==> src/verilog/acr_defs.svh <==
/*
 * offsets, field positions, reset values and timing counts of the
 * converter control block.
 * assumes inclusion by bare name from the control and prescaler modules.
 */
`ifndef ACR_DEFS_SVH
`define ACR_DEFS_SVH

// =============================================================
// register offsets
`define ACR_OFF_INPUT_SELECT 4'h0
`define ACR_OFF_CTRL_STATUS 4'h1
`define ACR_OFF_RESULT_LOW 4'h2
`define ACR_OFF_RESULT_HIGH 4'h3
`define ACR_OFF_CTRL_B 4'h4

// =============================================================
// field positions
`define ACR_BIT_ENABLE 7
`define ACR_BIT_START 6
`define ACR_BIT_AUTO 5
`define ACR_BIT_DONE 4
`define ACR_BIT_IRQ_EN 3
`define ACR_BIT_LEFT 5

// =============================================================
// reset values and timing
`define ACR_RESET_BYTE 8'h00
`define ACR_FIRST_CYCLES 5'h19
`define ACR_NORMAL_CYCLES 5'h0D

`endif

==> src/verilog/acr_pkg.sv <==
/*
 * types shared by the converter control block.
 * assumes acr_defs.svh sits on the include path.
 */
package acr_pkg;

	// =============================================================
	// conversion sequencer states
	typedef enum logic [1:0] {ACR_IDLE, ACR_CONVERT, ACR_FINISH} acr_state_t;

	// analog front end settings held for one conversion
	typedef struct packed {
		logic [1:0] reference_select;
		logic [4:0] channel_select;
	} acr_mux_t;

	// register bus request
	typedef struct packed {
		logic [3:0] addr;
		logic [7:0] wdata;
		logic wr;
		logic rd;
	} acr_bus_t;

endpackage

==> src/verilog/acr_control.sv <==
/*
 * converter control and status registers with conversion sequencer.
 * assumes a plain strobe bus, an analog core reached through the
 * result input, and trigger flags synchronous to core_clk.
 */
// Our own choices: the register offsets and the address-and-strobe port.
`timescale 1ns/1ps
`include "acr_defs.svh"

// Notes on behaviour
// - reference code 00 pin, 01 supply, 11 internal
// - reference and channel latch at conversion start
// - left_justify changes result presentation immediately
// - codes 0-7 single ended, 1E bandgap, 1F ground
// - channel code also sets 10x or 200x gain
// - codes 10-1D unity gain differential pairs
// - enable off aborts any running conversion
// - first conversion 25 cycles, later ones 13
// - start reads one while busy, zero write ignored
// - auto trigger starts on selected source rising edge
// - done flag sets when result is updated
// - interrupt request when done, enable, global enable
// - done clears on vector or written one
// - divider codes give 2 through 128
// - right justified: high byte holds bits 9:8
// - low byte read locks result until high read
// - left justified: high byte holds bits 9:2
// - trigger source codes map to eight sources
// - source switch can trigger, free running cannot
module acr_control
	import acr_pkg::*;
(
	// clock and reset
	input wire logic core_clk,
	input wire logic rst_b,
	// register bus
	input wire logic [3:0] reg_addr,
	input wire logic [7:0] reg_wdata,
	input wire logic reg_wr,
	input wire logic reg_rd,
	output logic [7:0] reg_rdata,
	// processor side
	input wire logic global_irq_enable,
	input wire logic irq_vector_taken,
	output logic done_irq,
	// trigger sources, codes 1 to 7
	input wire logic [7:1] trigger_flags,
	// analog core
	input wire logic [9:0] conversion_value,
	output logic converter_power,
	output logic sample_hold,
	output acr_mux_t active_mux,
	output logic [1:0] reference_code,
	output logic [3:0] positive_input,
	output logic [3:0] negative_input,
	output logic [1:0] gain_code
);

	// =============================================================
	// state
	logic [7:0] input_select_q, input_select_d;
	logic [7:0] ctrl_q, ctrl_d;
	logic [2:0] trigger_source_select_q, trigger_source_select_d;
	logic [9:0] result_q, result_d;
	logic lock_q, lock_d;
	logic first_q, first_d;
	logic trig_q, trig_d;
	logic done_prev_q, done_prev_d;
	logic [4:0] cyc_q, cyc_d;
	acr_state_t state_q, state_d;
	acr_mux_t mux_q, mux_d;
	logic [7:0] rdata_q, rdata_d;
	logic tick;
	logic trig_now;
	logic start_req;
	logic enable_w;
	logic [4:0] total;
	logic [15:0] shown;

	// presents the result in the selected justification
	function automatic logic [15:0] justify(input logic [9:0] r,
		input logic left);
		if (left)
			justify = {r, 6'h00};
		else
			justify = {6'h00, r};
	endfunction

	// =============================================================
	// prescaler
	acr_prescaler u_div (
		.core_clk(core_clk),
		.rst_b(rst_b),
		.run(ctrl_q[`ACR_BIT_ENABLE]),
		.clock_divider_select(ctrl_q[2:0]),
		.tick(tick)
	);

	// selected trigger level, held at zero under the free running code
	always_comb
	begin
		trig_now = 1'b0;
		if (trigger_source_select_q != 3'h0)
			trig_now = trigger_flags[trigger_source_select_q];
	end

	// register writes, trigger detection and sequencing
	always_comb
	begin
		input_select_d = input_select_q;
		ctrl_d = ctrl_q;
		trigger_source_select_d = trigger_source_select_q;
		result_d = result_q;
		lock_d = lock_q;
		first_d = first_q;
		trig_d = trig_now;
		done_prev_d = ctrl_q[`ACR_BIT_DONE];
		cyc_d = cyc_q;
		state_d = state_q;
		mux_d = mux_q;
		start_req = 1'b0;
		enable_w = ctrl_q[`ACR_BIT_ENABLE];
		total = first_q ? `ACR_FIRST_CYCLES : `ACR_NORMAL_CYCLES;
		if (reg_wr && reg_addr == `ACR_OFF_INPUT_SELECT)
			input_select_d = reg_wdata;
		if (reg_wr && reg_addr == `ACR_OFF_CTRL_B)
			trigger_source_select_d = reg_wdata[2:0];
		if (reg_wr && reg_addr == `ACR_OFF_CTRL_STATUS)
		begin
			enable_w = reg_wdata[`ACR_BIT_ENABLE];
			ctrl_d[`ACR_BIT_ENABLE] = enable_w;
			ctrl_d[`ACR_BIT_AUTO] = reg_wdata[`ACR_BIT_AUTO];
			ctrl_d[`ACR_BIT_IRQ_EN] = reg_wdata[`ACR_BIT_IRQ_EN];
			ctrl_d[2:0] = reg_wdata[2:0];
			if (reg_wdata[`ACR_BIT_DONE])
				ctrl_d[`ACR_BIT_DONE] = 1'b0;
			if (reg_wdata[`ACR_BIT_START])
				start_req = 1'b1;
			if (enable_w && !ctrl_q[`ACR_BIT_ENABLE])
				first_d = 1'b1;
		end
		if (irq_vector_taken)
			ctrl_d[`ACR_BIT_DONE] = 1'b0;
		// auto trigger: rising edge of source, or of done flag
		if (ctrl_q[`ACR_BIT_AUTO])
		begin
			if (trigger_source_select_q == 3'h0)
			begin
				if (ctrl_q[`ACR_BIT_DONE] && !done_prev_q)
					start_req = 1'b1;
			end
			else if (trig_now && !trig_q)
				start_req = 1'b1;
		end
		if (reg_rd && reg_addr == `ACR_OFF_RESULT_LOW)
			lock_d = 1'b1;
		if (reg_rd && reg_addr == `ACR_OFF_RESULT_HIGH)
			lock_d = 1'b0;
		unique case (state_q)
			ACR_IDLE:
				if (start_req && enable_w)
				begin
					mux_d = '{input_select_q[7:6], input_select_q[4:0]};
					ctrl_d[`ACR_BIT_START] = 1'b1;
					cyc_d = 5'h00;
					state_d = ACR_CONVERT;
				end
			ACR_CONVERT:
				if (tick)
				begin
					cyc_d = cyc_q + 5'h01;
					if (cyc_q + 5'h01 == total)
						state_d = ACR_FINISH;
				end
			ACR_FINISH:
				// result waits while the low byte lock is held
				if (!lock_d)
				begin
					result_d = conversion_value;
					ctrl_d[`ACR_BIT_DONE] = 1'b1;
					ctrl_d[`ACR_BIT_START] = 1'b0;
					first_d = 1'b0;
					state_d = ACR_IDLE;
				end
		endcase
		if (!enable_w)
		begin
			state_d = ACR_IDLE;
			ctrl_d[`ACR_BIT_START] = 1'b0;
		end
	end

	// registered read data, one cycle after the strobe
	always_comb
	begin
		rdata_d = 8'h00;
		shown = justify(result_q, input_select_q[`ACR_BIT_LEFT]);
		if (reg_rd)
		begin
			unique case (reg_addr)
				`ACR_OFF_INPUT_SELECT: rdata_d = input_select_q;
				`ACR_OFF_CTRL_STATUS: rdata_d = ctrl_q;
				`ACR_OFF_RESULT_LOW: rdata_d = shown[7:0];
				`ACR_OFF_RESULT_HIGH: rdata_d = shown[15:8];
				`ACR_OFF_CTRL_B: rdata_d = {5'h00, trigger_source_select_q};
				default: rdata_d = 8'h00;
			endcase
		end
	end

	// all registers
	always_ff @(posedge core_clk or negedge rst_b)
	begin
		if (!rst_b)
		begin
			input_select_q <= `ACR_RESET_BYTE;
			ctrl_q <= `ACR_RESET_BYTE;
			trigger_source_select_q <= 3'h0;
			result_q <= 10'h000;
			lock_q <= 1'b0;
			first_q <= 1'b1;
			trig_q <= 1'b0;
			done_prev_q <= 1'b0;
			cyc_q <= 5'h00;
			state_q <= ACR_IDLE;
			mux_q <= '0;
			rdata_q <= 8'h00;
		end
		else
		begin
			input_select_q <= input_select_d;
			ctrl_q <= ctrl_d;
			trigger_source_select_q <= trigger_source_select_d;
			result_q <= result_d;
			lock_q <= lock_d;
			first_q <= first_d;
			trig_q <= trig_d;
			done_prev_q <= done_prev_d;
			cyc_q <= cyc_d;
			state_q <= state_d;
			mux_q <= mux_d;
			rdata_q <= rdata_d;
		end
	end

	// analog routing from the latched channel code
	always_comb
	begin
		positive_input = 4'h0;
		negative_input = 4'h0;
		gain_code = 2'h0; // 0 single, 1 unity, 2 10x, 3 200x
		if (mux_q.channel_select[4:3] == 2'h0)
			positive_input = {1'b0, mux_q.channel_select[2:0]};
		else if (mux_q.channel_select[4:3] == 2'h1)
		begin
			positive_input = {3'h0, mux_q.channel_select[0]} +
				{2'h0, mux_q.channel_select[2], 1'b0};
			negative_input = {2'h0, mux_q.channel_select[2], 1'b0};
			gain_code = mux_q.channel_select[1] ? 2'h3 : 2'h2;
		end
		else if (mux_q.channel_select >= 5'h1E)
			positive_input = mux_q.channel_select[0] ? 4'hF : 4'hE;
		else
		begin
			positive_input = {1'b0, mux_q.channel_select[2:0]};
			negative_input = mux_q.channel_select[3] ? 4'h2 : 4'h1;
			gain_code = 2'h1;
		end
	end

	// outputs
	assign reg_rdata = rdata_q;
	assign reference_code = mux_q.reference_select;
	assign active_mux = mux_q;
	assign converter_power = ctrl_q[`ACR_BIT_ENABLE];
	assign sample_hold = (state_q == ACR_CONVERT);
	assign done_irq = ctrl_q[`ACR_BIT_DONE] && ctrl_q[`ACR_BIT_IRQ_EN] &&
		global_irq_enable;
endmodule

==> src/verilog/acr_prescaler.sv <==
/*
 * prescaler forming the one-cycle converter clock enable.
 * assumes one system clock; restarts whenever the converter is off.
 */
`timescale 1ns/1ps
`include "acr_defs.svh"

module acr_prescaler
	import acr_pkg::*;
(
	// clock and reset
	input wire logic core_clk,
	input wire logic rst_b,
	// control
	input wire logic run,
	input wire logic [2:0] clock_divider_select,
	// enable out
	output logic tick
);

	logic [6:0] cnt_q;
	logic [6:0] cnt_d;
	logic [6:0] last;

	// terminal count per divider code, 000 and 001 both divide by 2
	always_comb
	begin
		unique case (clock_divider_select)
			3'h0, 3'h1: last = 7'h01;
			3'h2: last = 7'h03;
			3'h3: last = 7'h07;
			3'h4: last = 7'h0F;
			3'h5: last = 7'h1F;
			3'h6: last = 7'h3F;
			3'h7: last = 7'h7F;
		endcase
	end

	// count only while enabled, restart from zero when off
	always_comb
	begin
		cnt_d = cnt_q;
		tick = 1'b0;
		if (!run)
			cnt_d = 7'h00;
		else if (cnt_q >= last)
		begin
			cnt_d = 7'h00;
			tick = 1'b1;
		end
		else
			cnt_d = cnt_q + 7'h01;
	end

	// counter register
	always_ff @(posedge core_clk or negedge rst_b)
	begin
		if (!rst_b)
			cnt_q <= 7'h00;
		else
			cnt_q <= cnt_d;
	end
endmodule

==> config.mk <==
export PLATFORM = sky130hd
export DESIGN_NAME = acr_control
export DESIGN_NICKNAME = d
export VERILOG_FILES = /design/src/verilog/acr_pkg.sv /design/src/verilog/acr_control.sv /design/src/verilog/acr_prescaler.sv
export VERILOG_INCLUDE_DIRS = /design/src /design/src/verilog
export SDC_FILE = /design/constraint.sdc
export NUM_CORES = 1
export LEC_CHECK = 0
export ABC_AREA = 1
export ABC_CLOCK_PERIOD_IN_PS = 2400
export BUFFER_PORTS_ARGS = -buffer_cell sky130_fd_sc_hd__buf_2
export CAP_MARGIN = 20
export CORE_MARGIN = 5
export CORE_UTILIZATION = 40
export DETAILED_ROUTE_END_ITERATION = 8
export PLACE_DENSITY = 0.6
export REMOVE_ABC_BUFFERS = 1
export SLEW_MARGIN = 10
export SYNTH_ARGS = -nofsm -noshare
export SYNTH_HDL_FRONTEND = slang
export SYNTH_SLANG_ARGS = --single-unit
==> constraint.sdc <==
create_clock -name core_clk -period 2.4 [get_ports core_clk]
set_clock_uncertainty 0.05 [all_clocks]
set_input_delay 0.24 -clock core_clk [delete_from_list [all_inputs] [get_ports core_clk]]
set_output_delay 0.24 -clock core_clk [all_outputs]
set_load 0.02 [all_outputs]
# Word-level counts from Yosys, hierarchy flattened
# Memory sizes are Yosys's and may differ from the RTL's.
# Index checks and enable logic that the tools add are counted.
op_classes:
  eq_ne: 15
  addsub: 3
  n_lt_le_gt_ge: 3
  bitwise_logic: 1
  mux: 54
  reduce_logical: 25
ops:
  columns: ["operator", "count"]
  rows:
  - ["$pmux W8 S5", 1]
  - ["$mux W1", 27]
  - ["$mux W2", 11]
  - ["$mux W5", 4]
  - ["$mux W16", 1]
  - ["$mux W7", 2]
  - ["$mux W4", 3]
  - ["$logic_and A1 B1 Y1", 11]
  - ["$pmux W5 S2", 1]
  - ["$ne A3 B3 Y1 const B", 3]
  - ["$eq A4 B2 Y1 const B", 2]
  - ["$mux W8", 1]
  - ["$add A7 B1 Y7 const B", 1]
  - ["$ge A7 B7 Y1", 1]
  - ["$pmux W2 S3", 1]
  - ["$reduce_and A3 Y1", 2]
  - ["$add A5 B1 Y5 const B", 1]
  - ["$eq A5 B5 Y1", 1]
  - ["$ge A5 B5 Y1 const B", 1]
  - ["$eq A2 B1 Y1 const B", 2]
  - ["$eq A4 B1 Y1 const B", 1]
  - ["$eq A4 B3 Y1 const B", 1]
  - ["$logic_not A2 Y1", 2]
  - ["$logic_not A4 Y1", 1]
  - ["other kinds (16)", 19]
word_totals:
  mem_bits_ro: 48
  n_memories: 1
  reg_bits: 62
memory_table:
  columns: ["name", "depth", "word_bits", "rd", "rd_ports_with_merged_regs", "wr", "line_no", "source"]
  rows:
  - ["(name not given)", 8, 6, 1, 0, 0, "acr_prescaler.sv:28", "unique case (clock_divider_select)"]

# Logic depth before layout (Yosys ltp)
# Gate-level depths: netlist of the first run.
depth:
  word_depth: 11
  ltp_mapped: 14
  mapped_depth_nobuf: 14

# Modules after synthesis
# A second synthesis of the first run with hierarchy kept.
hier_totals:
  hier_cells: 420
  hier_area_um2: 3420.8
modules_own_cells:
  columns: ["module", "area_each_um2", "cells_each", "n_inst"]
  rows:
  - ["acr_control", 2899.0, 347, 1]
  - ["acr_prescaler", 521.8, 73, 1]

# Worst setup path before layout of the first run
# No wires, ideal clock.
synth_timing:
  kind: "reg-to-reg"
  start: "register ctrl_q[1]"
  end: "register cyc_q[0]"
  arrival_time_ns: 1.620
  stages_incl_launch_ff: 11
  setup_time_ns: 0.117
  synth_period_minus_slack_ns: 1.787
  slack_ns: 0.613
  path_cell_list: "dfrtp_1 > o21ai_0 > ha_1 > a21oi_1 > nor2_1 > nor3_1 > nand2_1 > nand2_1 > nand2_1 > nand3_1 > nand2_1"
synth_between:
  elab_chain_cells: 6
synth_rtl:
  columns: ["item", "line_no", "source"]
  rows:
  - ["from (decl)", "acr_control.sv:62", "logic [7:0] ctrl_q, ctrl_d;"]
  - ["from (signal assigned)", "acr_control.sv:217", "ctrl_q <= `ACR_RESET_BYTE;"]
  - ["from (signal assigned)", "acr_control.sv:232", "ctrl_q <= ctrl_d;"]
  - ["$mem_v2 Z8 W6", null, null]
  - ["$ge A7 B7 Y1", "acr_prescaler.sv:46", "else if (cnt_q >= last)"]
  - ["$mux W1", "acr_prescaler.sv:46", null]
  - ["$mux W1", "acr_prescaler.sv:44", "if (!run)"]
  - ["$ne A2 B1 Y1 (no line)", null, null]
  - ["$reduce_and A3 Y1 (no line)", null, null]
  - ["to (signal assigned)", "acr_control.sv:239", "cyc_q <= cyc_d;"]
  - ["to (decl)", "acr_control.sv:69", "logic [4:0] cyc_q, cyc_d;"]
# No other way between the ends.
# A chain may end at the register's enable or synchronous reset.

# Worst setup path after layout of the first run
layout_timing:
  start: "register ctrl_q[1]"
  end: "register cyc_q[3]"
# The elaborated chain is that of the path after synthesis.

==> results of run 1 <==
[flip-flops by register name, summed over array words and instances, names as in the netlist]
register and count:
active_mux 5, ctrl_q 8, cyc_q 5, done_prev_q 1, first_q 1, input_select_q 8, lock_q 1, reference_code 2
reg_rdata 8, result_q 10, state_q 2, trig_q 1, trigger_source_select_q 3, u_div.cnt_q 7
[synth_stat cells (2+ instances only)]
master    instances
a21oi_1          11
a21oi_2           2
a221oi_1          2
a311oi_1          2
a31oi_1           2
buf_4             5
buf_6             2
clkbuf_1          2
dfrtp_1          61
ha_1             12
inv_1            54
nand2_1          96
nand2_4           5
nand3_1          28
nand4_1           5
nor2_1           34
nor2_4            3
nor3_1            4
o21ai_0          30
o21ai_2           6
o221ai_1          2
o22ai_1           6
xnor2_1           3
xor2_1            3
[power by group]
group          internal, W  total [W]  switching [W]
combinational     0.000450    0.00128       0.000828
sequential         0.00133    0.00155       0.000225
clock             0.000539   0.000945       0.000406
total              0.00231    0.00377        0.00146
[metal layers]
layer  global-route usage [%]  part of all wire, %
met2                     25.5                   47
met1                     21.0                   45
met5                        0                    0
met3                     3.18                  6.0
met4                     6.32                  2.1
[what timing repair did]
action	4_1_cts	5_1_grt
endpoints found under the setup margin	0	0
endpoints found under the hold margin	61	0
hold buffers	1	0
[kinds of logic (layout without fill, tap and decap cells)]
| kind of cell | count (synthesis) | after routing | synth area share [%] |
|---|---|---|---|
| flops | 62 | 62 | 47.1 |
| mux | 1 | 1 | 0.341 |
| simple gates | 183 | 183 | 25.7 |
| xor+xnor | 6 | 6 | 1.59 |
| other cells | 1 | 2 | 0.114 |
| fa+ha+maj | 12 | 12 | 4.55 |
| compound gates | 65 | 65 | 11.8 |
| buf+inv | 67 | 138 | 8.76 |
[worst register-to-register path, delay by kind of cell (launching register included)]
family                   cells  cell delay (ns)
flip-flops                   1             0.46
adder cells (fa/ha/maj)      1             0.27
AND/OR/NAND/NOR              8             0.79
AO/OA/AOI/OAI                2             0.35
[placed cells by master (no fill, tap or decap), types with 2 or more instances in the layout]
cell / count
nor2_1: 34
nor3_1: 4
nand3_1: 28
a21oi_1: 11
clkbuf_8: 11
xor2_1: 3
nor2_4: 3
nand4_1: 5
ha_1: 12
o21ai_2: 6
nand2_4: 5
a21oi_2: 2
xnor2_1: 3
nand2_1: 96
a31oi_1: 2
a221oi_1: 2
buf_2: 62
inv_1: 54
clkbuf_1: 4
dfrtp_1: 61
a311oi_1: 2
conb_1: 2
o21ai_0: 30
o22ai_1: 6
o221ai_1: 2
[per-stage QoR]
stage / hold slack [ns] / std cells / utilization [%] / setup slack, ns
final: 0.0459 / 574 / 48.0 / 0.411
after global routing: 0.0520 / 574 / 48.0 / 0.183
after CTS: 0.0349 / 574 / 48.0 / 0.391
after detailed placement: 0.228 / 557 / 45.5 / 0.406
after global placement: 0.224 / 557 / 45.5 / 0.487
after floorplan: -0.106 / 388 / - / 0.613
[worst paths after layout]
| path | depth (start not counted) | end | slack [ns] | startpoint |
|---|---|---|---|---|
| min reg2reg | 2 | reference_code[0]$_DFFE_PN0P_ | 0.45 | reference_code[0]$_DFFE_PN0P_ |
| min | 3 | result_q[4]$_DFFE_PN0P_ | 0.05 | conversion_value[4] |
| max in group asynchronous | 3 | first_q$_DFF_PN1_ | 1.60 | rst_b |
| max reg2reg | 11 | cyc_q[3]$_DFFE_PN0P_ | 0.41 | ctrl_q[1]$_DFFE_PN0N_ |
| min in group asynchronous | 3 | trig_q$_DFF_PN0_ | 0.38 | rst_b |
| max | 11 | cyc_q[3]$_DFFE_PN0P_ | 0.41 | ctrl_q[1]$_DFFE_PN0N_ |
[layout make-up]
| cell class | count | area [um^2] | area share, % |
|---|---|---|---|
| Inverter | 57 | 216 | 5.54 |
| Sequential cell | 62 | 1550 | 39.8 |
| Multi-Input combinational cell | 269 | 1460 | 37.4 |
| Clock inverter | 1 | 30.0 | 0.769 |
| Clock buffer | 15 | 166 | 4.26 |
| Timing Repair Buffer | 65 | 348 | 8.91 |
| Tap cell | 105 | 131 | 3.36 |
==> impl_metrics.toml, run 1 <==
[cells_and_area]
nNetsFinal = 511
diodes = 0
fin_area_um2 = 3910
fill_cells = 807
drive_above_1_share_pct = 21.3
syn_to_final_growth_pct = 18.4

[setup_path]
cpMaxStageDelayCell = "dfrtp_1"
cp_slowest_stage_delay_ns = 0.46
path_cells = "o21ai_0 > ha_1 > a21oi_1 > nor2_1 > nor3_1 > nand2_1 > nand2_1 > nand2_1 > nand2_4 > nand2_1 > nand2_1"
critPathTopFamily = "simple AND/OR/NAND/NOR gates"
cp-start-kind = "flop"
crit_buf_inv = 0
cp.required_ns = 2.63
crit_arrival_ns = 2.22
critPathCaptureType = "flop"
worstPathMaxFanout = 7
crit_top_cell = "nand2_1"
worst-setup-path-type = "reg2reg"

[sta]
rsz0062_at_grt = "no"
layout_worst_path_cycle_share_pct = 82.9
min_period_ns = 1.99
clock.fmax_ghz = 0.503
hold_violations = 0
slew_violations = 0
finalSetupTns_ns = 0
final-setup-viol-count = 0

[clock_tree]
cts_buffers = 9
cts_resized = 0
clockRootBuffer = "clkbuf_8"
clk_pin_slew_worst_paths_ns = 0.07
post_cts_buffers = 0
htree_levels = 3
cts_tree = "done"
cts_buffer_depth = 2
worst_skew_pair.late_latency_ns = 0.34
clock_sinks = 62

[yosys]
synth_edf_count = 0
netlist.area_leader.share_pct = 46.3
synth.distinct_cells = 41
synthesis.instances = 397
synth.area.top_cells = "dfrtp_1 (46%), nand2_1 (11%), inv_1 (6.1%)"
yosys_warnings = 0
yosys.area.top_type = "dfrtp_1"
netlist_area_um2 = 3300
synth-main-ff-cell = "dfrtp_1"
ys_seq_elements = 62
yosysSeqAreaShare_pct = 47.1
async_flop_share_pct = 100
syn_avg_cell_area_um2 = 8.31

[global_route]
antenna_found_initial = 0
overflow = 0
grt_max_degree = 63
first_global_vias = 2699
grt_usage_pct = 15.9
grt_pass1_wl_um = 12700

[routing]
drt_iter0_markers = 113
num_vias = 2817
ant_nets = 0
wl_per_cell_um = 13.2
firstDrtPassIters = 4
wl_um = 7580
remaining_drc_errors = 0
viasPerCell = 4.91

[place]
place_hpwl_um = 5800
gp_congestion = 0.809
place_area_um2 = 3700
numPortBuffers = 62

[power]
finalPower_w = 0.00377
static-leakage-power_nw = 2.05
pwr_density_cell_nw_per_um2 = 966
peakVddDrop_mv = 0.369

[run]
max_cap_viol_count = 0

[die]
num_io_pins = 65
die_w_um = 101
die_area_um2 = 10200
die_h_um = 101
start_util_pct = 40.5
core_um2 = 8130
rows = 33

[worst_hold_path]
hold_class = "in2reg"

[run_status]
run_status = "finished, final reports clean"
(Power assumes the default switching activity.)
==> run 2, diff against run 1 <==
Settings changed: ABC_CLOCK_PERIOD_IN_PS 2400 to 2050.
Clock period 2.4 ns to 2.05 ns, I/O delays scaled along.
==> run 2 against run 1 <==
Critical path depth stayed put. Die area stayed put. Cell count is 0.17% higher. Largest cell class unchanged.
==> impl_metrics.toml, run 2 (synthesis gave the netlist of run 1 again) <==
[clock_tree]
worst_skew_pair.late_latency_ns = 0.34
htree_levels = 3
clockRootBuffer = "clkbuf_8"
clk_pin_slew_worst_paths_ns = 0.06
clock_sinks = 62
cts_tree = "done"
cts_buffer_depth = 2
cts_buffers = 9

[die]
num_io_pins = 65
die_area_um2 = 10200
rows = 33
start_util_pct = 40.5
die_h_um = 101
core_um2 = 8130
die_w_um = 101

[setup_path]
worstPathMaxFanout = 7
cp.required_ns = 2.27
crit_arrival_ns = 2.10
cp-start-kind = "flop"
path_cells = "o21ai_1 > ha_1 > a21oi_1 > nor2_1 > nor3_2 > nand2_1 > nand2_1 > nand2_2 > nand2_4 > nand2_1 > nand2_1"
crit_top_cell = "nand2_1"
cp_slowest_stage_delay_ns = 0.45
worst-setup-path-type = "reg2reg"
critPathCaptureType = "flop"
cpMaxStageDelayCell = "dfrtp_2"

[power]
netSwitchingPower_w = 0.00168
pwr_density_cell_nw_per_um2 = 1070
combPwrFrac_pct = 36.2
swShare_pct = 40.1
static-leakage-power_nw = 2.06
peakVddDrop_mv = 0.363
internal_power_w = 0.00250
seqPwrFrac_pct = 43.3
pwr-share-clk_pct = 20.4
finalPower_w = 0.00418

[global_route]
first_global_vias = 2744
grt_pass1_wl_um = 12600
antenna_found_initial = 0
grt_max_degree = 32
grt_usage_pct = 16.1
overflow = 0

[place]
place_hpwl_um = 5840
gp_congestion = 0.864
place_ws_ns = 0.0803
numPortBuffers = 62

[cells_and_area]
fill_cells = 809
layout_commonest_cell = "nand2_1"
drive_above_1_share_pct = 23.4
largest_reg_flops = 10
final_cell_mix = "nand2_1 (95), buf_2 (62), dfrtp_1 (59)"
diodes = 0
nNetsFinal = 515
regMostFlops = "result_q"
syn_to_final_growth_pct = 18.2

[sta]
rsz0062_at_grt = "no"
hold_violations = 0
slew_violations = 0
setup_ws_ns = 0.174
final-setup-viol-count = 0
holdWs_ns = 0.0216
layout_worst_path_cycle_share_pct = 91.5
min_period_ns = 1.88
finalSetupTns_ns = 0
clock.fmax_ghz = 0.533

[routing]
viasPerCell = 4.85
drt_iter0_markers = 112
remaining_drc_errors = 0
num_vias = 2790
wl_um = 7470
firstDrtPassIters = 4
ant_nets = 0
wl_per_cell_um = 13.0

[run_status]
run_status = "finished, final reports clean"

[worst_hold_path]
hold_class = "in2reg"

[run]
max_cap_viol_count = 0
run 2: timing repair:
| action | in CTS | in global routing |
|---|---|---|
| setup endpoints to repair | 0 | 9 |
| setup buffers | 0 | 1 |
| endpoints found under the hold margin | 14 | 0 |
| gates resized for setup | 0 | 7 |
| hold buffers | 1 | 0 |
run 2: final timing paths:
check                                                    from                            end  slack, ns  depth (start not counted)
worst min-delay path                         irq_vector_taken            ctrl_q[4]$_DFF_PN0_       0.02                          2
worst min register to register  input_select_q[0]$_DFFE_PN0P_  input_select_q[0]$_DFFE_PN0P_       0.44                          2
min in group asynchronous                               rst_b       u_div.cnt_q[6]$_DFF_PN0_       0.27                          2
worst max register to register          ctrl_q[1]$_DFFE_PN0N_           cyc_q[0]$_DFFE_PN0P_       0.17                         11
worst max-delay path                    ctrl_q[1]$_DFFE_PN0N_           cyc_q[0]$_DFFE_PN0P_       0.17                         11
max in group asynchronous                               rst_b              first_q$_DFF_PN1_       1.02                          3
run 2: critical path, delay by kind of cell, from the launching register on:
family,cells,cell delay (ns)
compound gates,2,0.30
fa+ha+maj,1,0.25
flops,1,0.45
simple gates,8,0.76
run 2: layout make-up:
| class | instances | area [um^2] | share of cell area, % |
|---|---|---|---|
| timing repair buffer | 69 | 378 | 9.69 |
| clock buffer | 10 | 128 | 3.27 |
| clock inverter | 3 | 15.0 | 0.385 |
| multi-input combinational | 269 | 1480 | 37.9 |
| sequential | 62 | 1560 | 39.9 |
| inverter | 57 | 216 | 5.55 |
| tap | 105 | 131 | 3.37 |
run 2: stage by stage:
| stage | cell area (um^2) | instances | utilization (%) |
|---|---|---|---|
| finish | 3900 | 575 | 47.9 |
| global route | 3900 | 575 | 47.9 |
| CTS | 3870 | 574 | 47.6 |
| detailed placement | 3720 | 560 | 45.7 |
| global placement | 3720 | 560 | 45.7 |
| floorplan | 3230 | 388 | - |
run 2: routing by layer:
| metal | global-route usage [%] | wire, um |
|---|---|---|
| met1 | 20.9 | 3370 |
| met2 | 25.5 | 3450 |
| met3 | 4.01 | 469 |
| met4 | 6.53 | 176 |
| met5 | 0 | 0 |
run 2: power groups by stage:
stage / registers [W] / logic, W / clock network [W]
final: 0.00181 / 0.00151 / 0.000853
after detailed placement: 0.00183 / 0.00152 / 0
after global routing: 0.00186 / 0.00174 / 0.000925
after floorplan: 0.00187 / 0.000984 / 0
after CTS: 0.00181 / 0.00153 / 0.000876
after global placement: 0.00182 / 0.00150 / 0
